<file path="config.mk">
export PLATFORM = sky130hd
export DESIGN_NAME = sslp_port
export DESIGN_NICKNAME = d
export VERILOG_FILES = /design/src/rtl/sslp_pkg.sv /design/src/rtl/sslp_port.sv
export VERILOG_INCLUDE_DIRS = /design/src /design/src/rtl
export SDC_FILE = /design/constraint.sdc
export NUM_CORES = 1
export LEC_CHECK = 0
export BUFFER_PORTS_ARGS = -buffer_cell sky130_fd_sc_hd__buf_4
export CAP_MARGIN = 20
export CORE_MARGIN = 2
export CORE_UTILIZATION = 58
export DETAILED_ROUTE_END_ITERATION = 6
export PLACE_DENSITY = 0.75
export SYNTH_ARGS = -nofsm -noshare
export SYNTH_HDL_FRONTEND = slang
export SYNTH_SLANG_ARGS = --single-unit
export TNS_END_PERCENT = 1
</file>
<file path="constraint.sdc">
create_clock -name mclk -period 9.8 [get_ports mclk]
set_input_delay 0.49 -clock mclk [delete_from_list [all_inputs] [get_ports mclk]]
set_output_delay 0.49 -clock mclk [all_outputs]
set_load 0.03 [all_outputs]
</file>
<file path="src/rtl/sslp_defs.svh">
`ifndef SSLP_DEFS_SVH
`define SSLP_DEFS_SVH
// transfer lengths in shift clocks
`define SSLP_LEN_NONE 6'h00
`define SSLP_LEN_CFG 6'h08
`define SSLP_LEN_REF 6'h10
`define SSLP_LEN_TUN 6'h18
`define SSLP_LEN_MAX 6'h3f
// field positions
`define SSLP_SEL_HI 23
`define SSLP_SEL_LO 22
`define SSLP_N_MSB 17
`define SSLP_N_LSB 6
`define SSLP_A_MSB 5
`define SSLP_DIV_MSB 12
`define SSLP_TOP_MSB 15
`define SSLP_TOP_LSB 13
`define SSLP_PORT_BIT 1
`define SSLP_DRAIN_BIT 0
`define SSLP_MSB 23
// reset values
`define SSLP_CFG_RST 8'h00
`define SSLP_TUN_RST 24'h40_0000
`define SSLP_DIV_RST 13'h0000
`define SSLP_TOP_RST 3'h0
`define SSLP_RCNT_RST 13'h0000
`define SSLP_FCNT_RST 18'h0_0000
`define SSLP_ONE13 13'h0001
`define SSLP_ONE18 18'h0_0001
`endif

</file>
<file path="src/rtl/sslp_pkg.sv">
package sslp_pkg;
   // output selector modes, in the order of their two-bit code
   typedef enum logic [1:0] {
      SSLP_MODE_PORT,
      SSLP_MODE_DOUT,
      SSLP_MODE_FB,
      SSLP_MODE_REF
   } sslp_mode_t;
endpackage

</file>
<file path="src/rtl/sslp_port.sv">
// Function
// bits arrive msb first, captured on each rising shift clock.
// transfer length 8, 16 or 24 picks config, reference or tuning.
// registers stay put while shifting, load on strobe rising edge.
// low 13 reference bits double buffered, 16-bit load hits buffer one.
// top 3 reference bits take effect right after a 16-bit load.
// a 24-bit load also copies buffer one into buffer two.
// strobe pulse with no clocks copies buffer one into buffer two only.
// host keeps main count not below swallow count.
// no address bits; all bits are data; any register order.
// in data-out mode shift register leaves on falling shift clock.
// strobe high ignores clocks and keeps port initialized.
// host frames each write strobe high, low, shift, high.
// strobe edge with clock high desyncs; strobe high clock low resyncs.
// tuning bits 23 and 22 select the multipurpose output source.
// reference pulse low with high pulses, ratio 5..8191, one bypasses.
// feedback pulse from 12-bit main counter, ratio n times 64 plus a.
// host keeps both divided rates under the comparison limit.
// after power-up the multipurpose output is cascade data-out.
// port mode drives the config port level bit.
// open-drain output low when drain bit 0, released when 1.
// reset forces the open-drain output low.
// host holds clock low or strobe high at power-up.
// lengths other than 0, 8, 16, 24 change no register.
`include "sslp_defs.svh"
`timescale 1ns/1ps
`default_nettype none
module sslp_port (
   // system
   input wire logic mclk,
   input wire logic nrst,
   // serial port pins
   input wire logic sclk,
   input wire logic sdata,
   input wire logic transfer_strobe_n,
   // divider inputs
   input wire logic ref_in,
   input wire logic rf_in,
   // outputs
   output logic out_a,
   output logic out_b_o,
   output logic out_b_oe,
   output logic [2:0] ref_mode
);
   // ---------------------------------------------------------------
   // pin synchronisers
   // ---------------------------------------------------------------
   logic sclk_m_q, sclk_s_q, sclk_d_q;
   logic din_m_q, din_s_q;
   logic st_m_q, st_s_q, st_d_q;
   logic ref_m_q, ref_s_q, ref_d_q;
   logic rf_m_q, rf_s_q, rf_d_q;
   always_ff @(posedge mclk or negedge nrst) begin
      if (!nrst) begin
         sclk_m_q <= 1'b0;
         sclk_s_q <= 1'b0;
         sclk_d_q <= 1'b0;
         din_m_q <= 1'b0;
         din_s_q <= 1'b0;
         st_m_q <= 1'b1;
         st_s_q <= 1'b1;
         st_d_q <= 1'b1;
         ref_m_q <= 1'b0;
         ref_s_q <= 1'b0;
         ref_d_q <= 1'b0;
         rf_m_q <= 1'b0;
         rf_s_q <= 1'b0;
         rf_d_q <= 1'b0;
      end else begin
         sclk_m_q <= sclk;
         sclk_s_q <= sclk_m_q;
         sclk_d_q <= sclk_s_q;
         din_m_q <= sdata;
         din_s_q <= din_m_q;
         st_m_q <= transfer_strobe_n;
         st_s_q <= st_m_q;
         st_d_q <= st_s_q;
         ref_m_q <= ref_in;
         ref_s_q <= ref_m_q;
         ref_d_q <= ref_s_q;
         rf_m_q <= rf_in;
         rf_s_q <= rf_m_q;
         rf_d_q <= rf_s_q;
      end
   end
   // ---------------------------------------------------------------
   // edge decode
   // ---------------------------------------------------------------
   wire sclk_rise = sclk_s_q & ~sclk_d_q;
   wire sclk_fall = ~sclk_s_q & sclk_d_q;
   wire st_rise = st_s_q & ~st_d_q;
   wire st_edge = st_s_q ^ st_d_q;
   wire ref_edge = ref_s_q & ~ref_d_q;
   wire rf_edge = rf_s_q & ~rf_d_q;
   // ---------------------------------------------------------------
   // shift path
   // ---------------------------------------------------------------
   logic [23:0] shift_q;
   logic [5:0] cnt_q;
   logic dout_q;
   logic desync_q;
   // edge with clock high
   wire desync_set = st_edge & sclk_s_q;
   wire resync = st_s_q & ~sclk_s_q;
   wire desync_d = desync_set | (desync_q & ~resync);
   // shifting only while selected
   wire active = ~st_s_q & ~desync_q;
   wire sh_en = active & sclk_rise;
   wire out_en = active & sclk_fall;
   // a stray strobe edge must not load a half-framed word
   wire load_evt = st_rise & ~desync_q & ~desync_set;
   wire cnt_full = (cnt_q == `SSLP_LEN_MAX);
   wire [5:0] cnt_inc = cnt_full ? cnt_q : cnt_q + 6'h01;
   wire [5:0] cnt_d = st_s_q ? `SSLP_LEN_NONE : (sh_en ? cnt_inc : cnt_q);
   always_ff @(posedge mclk or negedge nrst) begin
      if (!nrst) begin
         shift_q <= 24'h00_0000;
         cnt_q <= `SSLP_LEN_NONE;
         dout_q <= 1'b0;
         desync_q <= 1'b0;
      end else begin
         // msb first capture
         if (sh_en)
            shift_q <= {shift_q[22:0], din_s_q};
         // half stage out
         if (out_en)
            dout_q <= shift_q[`SSLP_MSB];
         cnt_q <= cnt_d;
         desync_q <= desync_d;
      end
   end
   // ---------------------------------------------------------------
   // register loads
   // ---------------------------------------------------------------
   // length steers load
   // no address bits
   wire ld_cfg = load_evt & (cnt_q == `SSLP_LEN_CFG);
   wire ld_ref = load_evt & (cnt_q == `SSLP_LEN_REF);
   wire ld_tun = load_evt & (cnt_q == `SSLP_LEN_TUN);
   wire ld_nul = load_evt & (cnt_q == `SSLP_LEN_NONE);
   // copy on tuning
   // copy on empty pulse
   wire ld_buf2 = ld_tun | ld_nul;
   logic [7:0] cfg_q;
   logic [12:0] buf1_q, buf2_q;
   logic [2:0] top_q;
   logic [23:0] tun_q;
   // loads only at strobe rise
   // odd lengths fall through
   always_ff @(posedge mclk or negedge nrst) begin
      if (!nrst) begin
         // drain bit cleared
         cfg_q <= `SSLP_CFG_RST;
         buf1_q <= `SSLP_DIV_RST;
         buf2_q <= `SSLP_DIV_RST;
         top_q <= `SSLP_TOP_RST;
         // data-out at power-up
         tun_q <= `SSLP_TUN_RST;
      end else begin
         if (ld_cfg)
            cfg_q <= shift_q[7:0];
         // first buffer only
         // top bits direct
         if (ld_ref) begin
            buf1_q <= shift_q[`SSLP_DIV_MSB:0];
            top_q <= shift_q[`SSLP_TOP_MSB:`SSLP_TOP_LSB];
         end
         if (ld_tun)
            tun_q <= shift_q;
         if (ld_buf2)
            buf2_q <= buf1_q;
      end
   end
   // ---------------------------------------------------------------
   // dividers
   // ---------------------------------------------------------------
   // ratio from buffer two, one bypasses
   wire [12:0] ref_last = buf2_q - `SSLP_ONE13;
   // n times 64 plus a
   wire [11:0] n_val = tun_q[`SSLP_N_MSB:`SSLP_N_LSB];
   wire [5:0] a_val = tun_q[`SSLP_A_MSB:0];
   wire [17:0] fb_ratio = {n_val, 6'h00} + {12'h000, a_val};
   wire [17:0] fb_last = fb_ratio - `SSLP_ONE18;
   logic [12:0] rcnt_q;
   logic [17:0] fcnt_q;
   logic ref_pls_q, fb_pls_q;
   wire ref_wrap = ref_edge & (rcnt_q >= ref_last);
   wire fb_wrap = rf_edge & (fcnt_q >= fb_last);
   always_ff @(posedge mclk or negedge nrst) begin
      if (!nrst) begin
         rcnt_q <= `SSLP_RCNT_RST;
         fcnt_q <= `SSLP_FCNT_RST;
         ref_pls_q <= 1'b0;
         fb_pls_q <= 1'b0;
      end else begin
         if (ref_edge)
            rcnt_q <= ref_wrap ? `SSLP_RCNT_RST : rcnt_q + `SSLP_ONE13;
         if (rf_edge)
            fcnt_q <= fb_wrap ? `SSLP_FCNT_RST : fcnt_q + `SSLP_ONE18;
         ref_pls_q <= ref_wrap;
         fb_pls_q <= fb_wrap;
      end
   end
   // ---------------------------------------------------------------
   // outputs
   // ---------------------------------------------------------------
   sslp_pkg::sslp_mode_t mode;
   assign mode = sslp_pkg::sslp_mode_t'(
      {tun_q[`SSLP_SEL_HI], tun_q[`SSLP_SEL_LO]});
   logic out_a_d;
   // output selector
   // port level
   always_comb begin
      unique case (mode)
         sslp_pkg::SSLP_MODE_PORT: out_a_d = cfg_q[`SSLP_PORT_BIT];
         sslp_pkg::SSLP_MODE_DOUT: out_a_d = dout_q;
         sslp_pkg::SSLP_MODE_FB: out_a_d = fb_pls_q;
         sslp_pkg::SSLP_MODE_REF: out_a_d = ref_pls_q;
      endcase
   end
   logic out_a_q, out_b_oe_q;
   always_ff @(posedge mclk or negedge nrst) begin
      if (!nrst) begin
         out_a_q <= 1'b0;
         out_b_oe_q <= 1'b1;
      end else begin
         out_a_q <= out_a_d;
         // drive low while bit clear
         out_b_oe_q <= ~cfg_q[`SSLP_DRAIN_BIT];
      end
   end
   assign out_a = out_a_q;
   assign out_b_o = 1'b0;
   assign out_b_oe = out_b_oe_q;
   assign ref_mode = top_q;
endmodule
`default_nettype wire

</file>
==> run summary, run 1 <==
Status - completed
Reg2reg setup slack - 5.98 ns
First-pass GRT wire length - 20.0 mm
Met2 Use GR - 34.8%
Post-synth top area share - 49.6%
Final clock skew - 0.00905 ns
Clock Sinks - 132
Post-DP HPWL - 7.69 mm
Top post-synthesis cells by area - dfrtp_1 50%, mux2_2 13%, ha_1 7.4%, xnor2_1 3.8%, xor2_1 3.3%
Core area - 10800 µm²
Clock transition at path regs - 0.06 ns
Ant. Diodes - 0
Vias per cell - 5.67
Max Clock Freq - 262 MHz
First DRT Iteration DRCs - 266
Critical Path Most Common Cell - nor2_1
Initial antenna violation count - 0
Share of the clock period used by the worst path - 38.9%
Die extent in y - 109 µm
Slowest stage delay, CP - 0.62 ns
Routed vias - 4089
FF+latch area - 3310 µm²
Worst endpoint data arrival time - 4.19 ns
Worst path bufs/invs - 0
Post-Place Cell Area - 6630 µm²
Critical Path Fanout Max - 14
CTS tree - yes
Hold-fix buffers, CTS - 0
GR Overflow Total - 0
Port Buf Inserts - 11
Vias in the first global route - 4179
Ys Warns - 0
Overall routing resource usage - 22.0%
Min-delay worst type - input pin to flop
Final hold vios - 0
Final hold slack - 0.0756 ns
RSZ-0062 raised after global routing - no
Max Slew Vio Count - 0
Flops & latches, synth - 132
Most frequent cell after synthesis - dfrtp_1
Setup TNS - 0 ns
Syn Nets - 590
Final wirelength - 11.6 mm
Area added between synthesis and finish - 12.2%
Cells along the critical path - nor4_2 -> nand2_1 -> or4_1 -> nand2b_4 -> nor4_4 -> xnor2_1 -> ha_1 -> nand3_1 -> nor2_1 -> nand4_1 -> o211ai_1 -> and2_0 -> nor2_1
# nets final - 613
Post-synth EDFFs - 0
Sequential cell area fraction in the yosys report - 51.7%
Mapped Area - 6410 µm²
Pin count of the biggest net entering global routing - 75
Root buf cell - clkbuf_8
Startpoint types - flop
Layer with the highest usage - met2
Placer's final routability congestion estimate - 0.774
Commonest cells post-synth - 127 x dfrtp_1, 72 x mux2_2, 52 x nor2_1, 38 x ha_1, 37 x nand2_1
Share of layout cells above drive strength 1 - 22.4%
Final ANT Viol Nets - 0
Die area - 11900 µm²
Routed len/inst - 16.1 µm
Ys flop type - dfrtp_1
Async set or reset register ratio after synthesis - 100%
Min Tclk post-route - 3.82 ns
Die span in x - 109 µm
Worst Setup Path Type - flop to flop
Gates resized, CTS repair - 0
FILL cells - 773
Multi-input gate area - 2960 µm²
Worst-margin pin slew - 0.917 ns
CTS Buffer Depth - 2
CP delay by family, top - simple AND/OR/NAND/NOR gates
Met3 Track Usage GR - 6.58%
Post-Syn Instances - 545
Power density over the cells - 179 nW/µm²
Num ports - 13
Pleak - 0.00357 µW
Syn_area_per_cell - 11.8 µm²
Worst Path Required - 10.17 ns
Synth area leader - dfrtp_1
Drt pass-1 iters - 5
Max-slew headroom - 38.8%
Starting Density - 59.4%
Post-synth cell types - 49
DRC Markers - 0
Setup repair bufs after CTS - 0
H-tree depth - 4
CP endpoint kind - flop
Max Cap Viol - 0
Row count - 38
Final setup violation count - 0
VDD IR max - 0.140 mV
Final Cell Area - 7190 µm²
M1 GR Usage - 28.6%
Clock Latency Late Sink - 0.52 ns
Clock buffer count from CTS - 17
Critical-path top delay cell - and2_0
==> area by class of cell <==
class / count / share of cell area (%)
Clock buffer: 24 / 6.27
Clock inverter: 8 / 1.46
Inverter: 18 / 0.940
Multi-Input combinational cell: 383 / 41.2
Sequential cell: 132 / 46.0
Tap cell: 140 / 2.44
Timing Repair Buffer: 16 / 1.67
==> stage by stage <==
stage | total power (µW) | util, % | std cells | setup slack (ns)
after floorplan | 671 | - | 545 | 6.60
after global placement | 700 | 61.5 | 689 | 6.24
after detailed placement | 707 | 61.5 | 689 | 6.05
after CTS | 1300 | 66.6 | 721 | 6.00
after global routing | 1350 | 66.6 | 721 | 5.58
final | 1290 | 66.6 | 721 | 5.98
==> per-layer routing <==
metal	vias up	wire length (µm)	share of wire, %
li1	1972	-	-
met2	53	5770	50
met4	0	140	1.2
met3	9	344	3.0
met5	-	0	0
met1	2055	5360	46
==> final timing paths <==
path	startpoint	endpoint	cells after the start
min in group asynchronous	nrst	rf_s_q	1
hold / removal	ref_in	ref_m_q	1
setup reg to reg	tun_q[5]	fcnt_q[8]	13
max in group asynchronous	nrst	tun_q[6]	2
setup / recovery	tun_q[5]	fcnt_q[8]	13
hold reg to reg	din_m_q	din_s_q	0
==> placed cells by master (no fill, tap or decap), types with 2 or more instances in the layout <==
cell	count
a2111oi_0	2
a211oi_1	2
a21o_1	3
a21oi_1	16
a22o_1	3
and3_1	5
buf_4	16
bufinv_16	2
clkbuf_1	6
clkbuf_16	16
clkbuf_8	2
clkinv_4	2
clkinvlp_4	3
dfrtp_1	127
dfstp_2	5
ha_1	38
inv_1	18
mux2_2	72
nand2_1	37
nand2b_1	4
nand3_1	12
nand3b_1	2
nand4_1	12
nor2_1	52
nor2b_1	6
nor3_1	8
nor3b_1	2
nor4_1	7
nor4_4	2
o21ai_0	20
or2_2	2
or3_1	3
or4_1	3
xnor2_1	28
xor2_1	24
==> flip-flops by register name, indices dropped and copies added (netlist names), 2 cells and up <==
name      count
tun_q        20
buf2_q       13
fcnt_q       18
cfg_q         2
shift_q      24
rcnt_q       13
ref_mode      3
cnt_q         6
buf1_q       13
==> worst register-to-register path, cell delays in order, from the launching register on <==
cell and delay (ns):
dfrtp_1 0.42, nor4_2 0.32, nand2_1 0.15, or4_1 0.50, nand2b_4 0.19, nor4_4 0.16
xnor2_1 0.11, ha_1 0.32, nand3_1 0.10, nor2_1 0.12, nand4_1 0.11, o211ai_1 0.43
and2_0 0.62, nor2_1 0.12
==> report_power, final <==
group / total (µW) / internal, µW / switching [µW]
clock: 592 / 369 / 223
sequential: 617 / 578 / 39.4
combinational: 81.5 / 39.6 / 41.9
==> cells by family (layout without fill, tap and decap cells) <==
family / after synthesis / in the layout / share of synthesized area [%]
compound gates: 54 / 54 / 5.29
other cells: 1 / 1 / 0.0585
simple gates: 165 / 165 / 13.3
xor+xnor: 52 / 52 / 7.11
flops: 132 / 132 / 51.7
buf+inv: 30 / 66 / 2.13
mux: 73 / 73 / 13.0
fa+ha+maj: 38 / 38 / 7.42
Power figures use the tool's default switching activity.
==> run 2: changes to the inputs <==
clock period = 3.9 ns   (was 9.8 ns; I/O delays follow)
==> run 2 against run 1 <==
Effect of this change: combinational power grew to 2.6 times the previous value; via count is 0.86% higher; global-route usage is 0.33 points lower; critical endpoint is now fcnt_q[11]; die area stayed put; clock skew is 0.0018 ns lower; worst setup slack worse by 5.6 ns; critical path depth stayed put; register-to-register slack worse by 5.6 ns; clock power is 140% higher; largest cell class unchanged.
==> run summary, run 2 (same netlist as run 1, synthesis figures left out) <==
Commonest cells after routing, fill and taps aside - 127 x dfrtp_1, 72 x mux2_2, 52 x nor2_1, 38 x ha_1, 37 x nand2_1
CTS tree - yes
CTS Buffer Depth - 2
Share of the clock period used by the worst path - 89.8%
Vias per cell - 5.66
Largest regs - shift_q: 24 flops, tun_q: 20 flops, fcnt_q: 18 flops
First DRT Iteration DRCs - 244
Num ports - 13
Die extent in y - 109 µm
Min-delay worst type - input pin to asynchronous set/reset pin
Die span in x - 109 µm
Post-DP HPWL - 7.80 mm
Min Tclk post-route - 3.50 ns
Port Buf Inserts - 11
FILL cells - 774
DRC Markers - 0
Placer's final routability congestion estimate - 0.806
Critical-path top delay cell - nor4_1
Status - completed
Max Cap Viol - 0
Starting Density - 59.4%
Routed len/inst - 15.8 µm
H-tree depth - 4
Worst r2r path cells - 13
Max reg flops - 24
Worst Setup Path Type - flop to flop
CP endpoint kind - flop
Vias in the first global route - 4188
Reg2reg setup slack - 0.40 ns
Worst endpoint data arrival time - 3.91 ns
Startpoint types - flop
Commonest non-fill, non-tap cell in the layout - dfrtp_1
Pin count of the biggest net entering global routing - 84
Power density over the cells - 437 nW/µm²
Setup TNS - 0 ns
Routed vias - 4124
R2R Path Start - tun_q[5]
GR Overflow Total - 0
Critical path destination - fcnt_q[11]
Final ANT Viol Nets - 0
Final wirelength - 11.5 mm
Row count - 38
Ant. Diodes - 0
Cells along the critical path - nor4_2 -> nand2_1 -> nor4_1 -> nand2_1 -> nor3_1 -> xnor2_1 -> ha_1 -> nand3_1 -> nor2_1 -> nand4_1 -> o211ai_1 -> and2_2 -> nor2_1
Pleak - 0.00361 µW
Most flops, register - shift_q
Final hold vios - 0
Clock Sinks - 132
VDD IR max - 0.404 mV
Placed Cells - 690
Worst-margin pin slew - 0.642 ns
Final Cell Area - 7250 µm²
Worst path bufs/invs - 0
Max Slew Vio Count - 0
Worst Path Required - 4.30 ns
Levels on crit path - 13
Die area - 11900 µm²
Worst R2R End - fcnt_q[11]
Clock transition at path regs - 0.06 ns
Post-Layout Cell Count - 729
Root buf cell - clkbuf_8
Setup repair bufs after CTS - 0
First-pass GRT wire length - 19.6 mm
Clock buffer count from CTS - 17
Clock Latency Late Sink - 0.53 ns
Area added between synthesis and finish - 13.2%
Critical path startpoint - tun_q[5]
RSZ-0062 raised after global routing - no
CP delay by family, top - simple AND/OR/NAND/NOR gates
Share of layout cells above drive strength 1 - 23.4%
Drt pass-1 iters - 4
Critical Path Fanout Max - 14
Final setup violation count - 0
Max Clock Freq - 285 MHz
Post-Place Cell Area - 6640 µm²
# nets final - 621
Slowest stage delay, CP - 0.49 ns
Final clock skew - 0.00728 ns
Core area - 10800 µm²
Initial antenna violation count - 0
Overall routing resource usage - 21.6%
Max-slew headroom - 56.8%
-- run 2: area by class of cell --
type                            count  area, µm²  area share [%]
Sequential cell                   132       3310            45.6
Multi-Input combinational cell    383       2960            40.8
Clock buffer                       18        418            5.76
Timing Repair Buffer               24        215            2.97
Tap cell                          140        175            2.41
Clock inverter                     14        106            1.47
Inverter                           18       67.6           0.931
-- run 2: worst min path at each step --
stage / start / endpoint / slack, ns
5_1_grt: nrst / rf_s_q / 0.06
2_1_floorplan: nrst / buf1_q[0] / -0.10
3_3_place_gp: rf_in / rf_m_q / 0.31
4_1_cts: transfer_strobe_n / st_m_q / 0.30
6_report: nrst / rf_s_q / 0.05
3_5_place_dp: transfer_strobe_n / st_m_q / 0.30
-- run 2: through the flow --
step                util, %  hold slack [ns]  power, µW  setup slack, ns
detailed placement     61.5            0.304       1780            0.126
CTS                    66.9            0.298       3200            0.117
floorplan                 -           -0.101       1690            0.696
finish                 67.2           0.0542       3170            0.396
global route           67.2           0.0642       3320            0.101
global placement       61.5            0.305       1770            0.339
-- run 2: per-layer routing --
metal  global-route usage (%)  vias to the layer above  part of all wire (%)  wire length, µm
met5                        0                        -                     0                0
met2                     34.9                       62                    49             5670
met4                     9.07                        0                   2.4              270
met1                     27.5                     2058                    45             5220
met3                     5.98                       22                   2.8              324
li1                         -                     1982                     -                -
-- run 2: timing repair --
item | in CTS | in global routing
endpoints found under the hold margin | 82 | 0
endpoints found under the setup margin | 0 | 14
gates resized for setup | 0 | 2
hold buffers | 6 | 0
-- run 2: power breakdown --
part,leakage [µW],switching [µW],internal [µW]
clock network,0.000254,617,787
registers,0.00177,103,1450
logic,0.00158,106,106
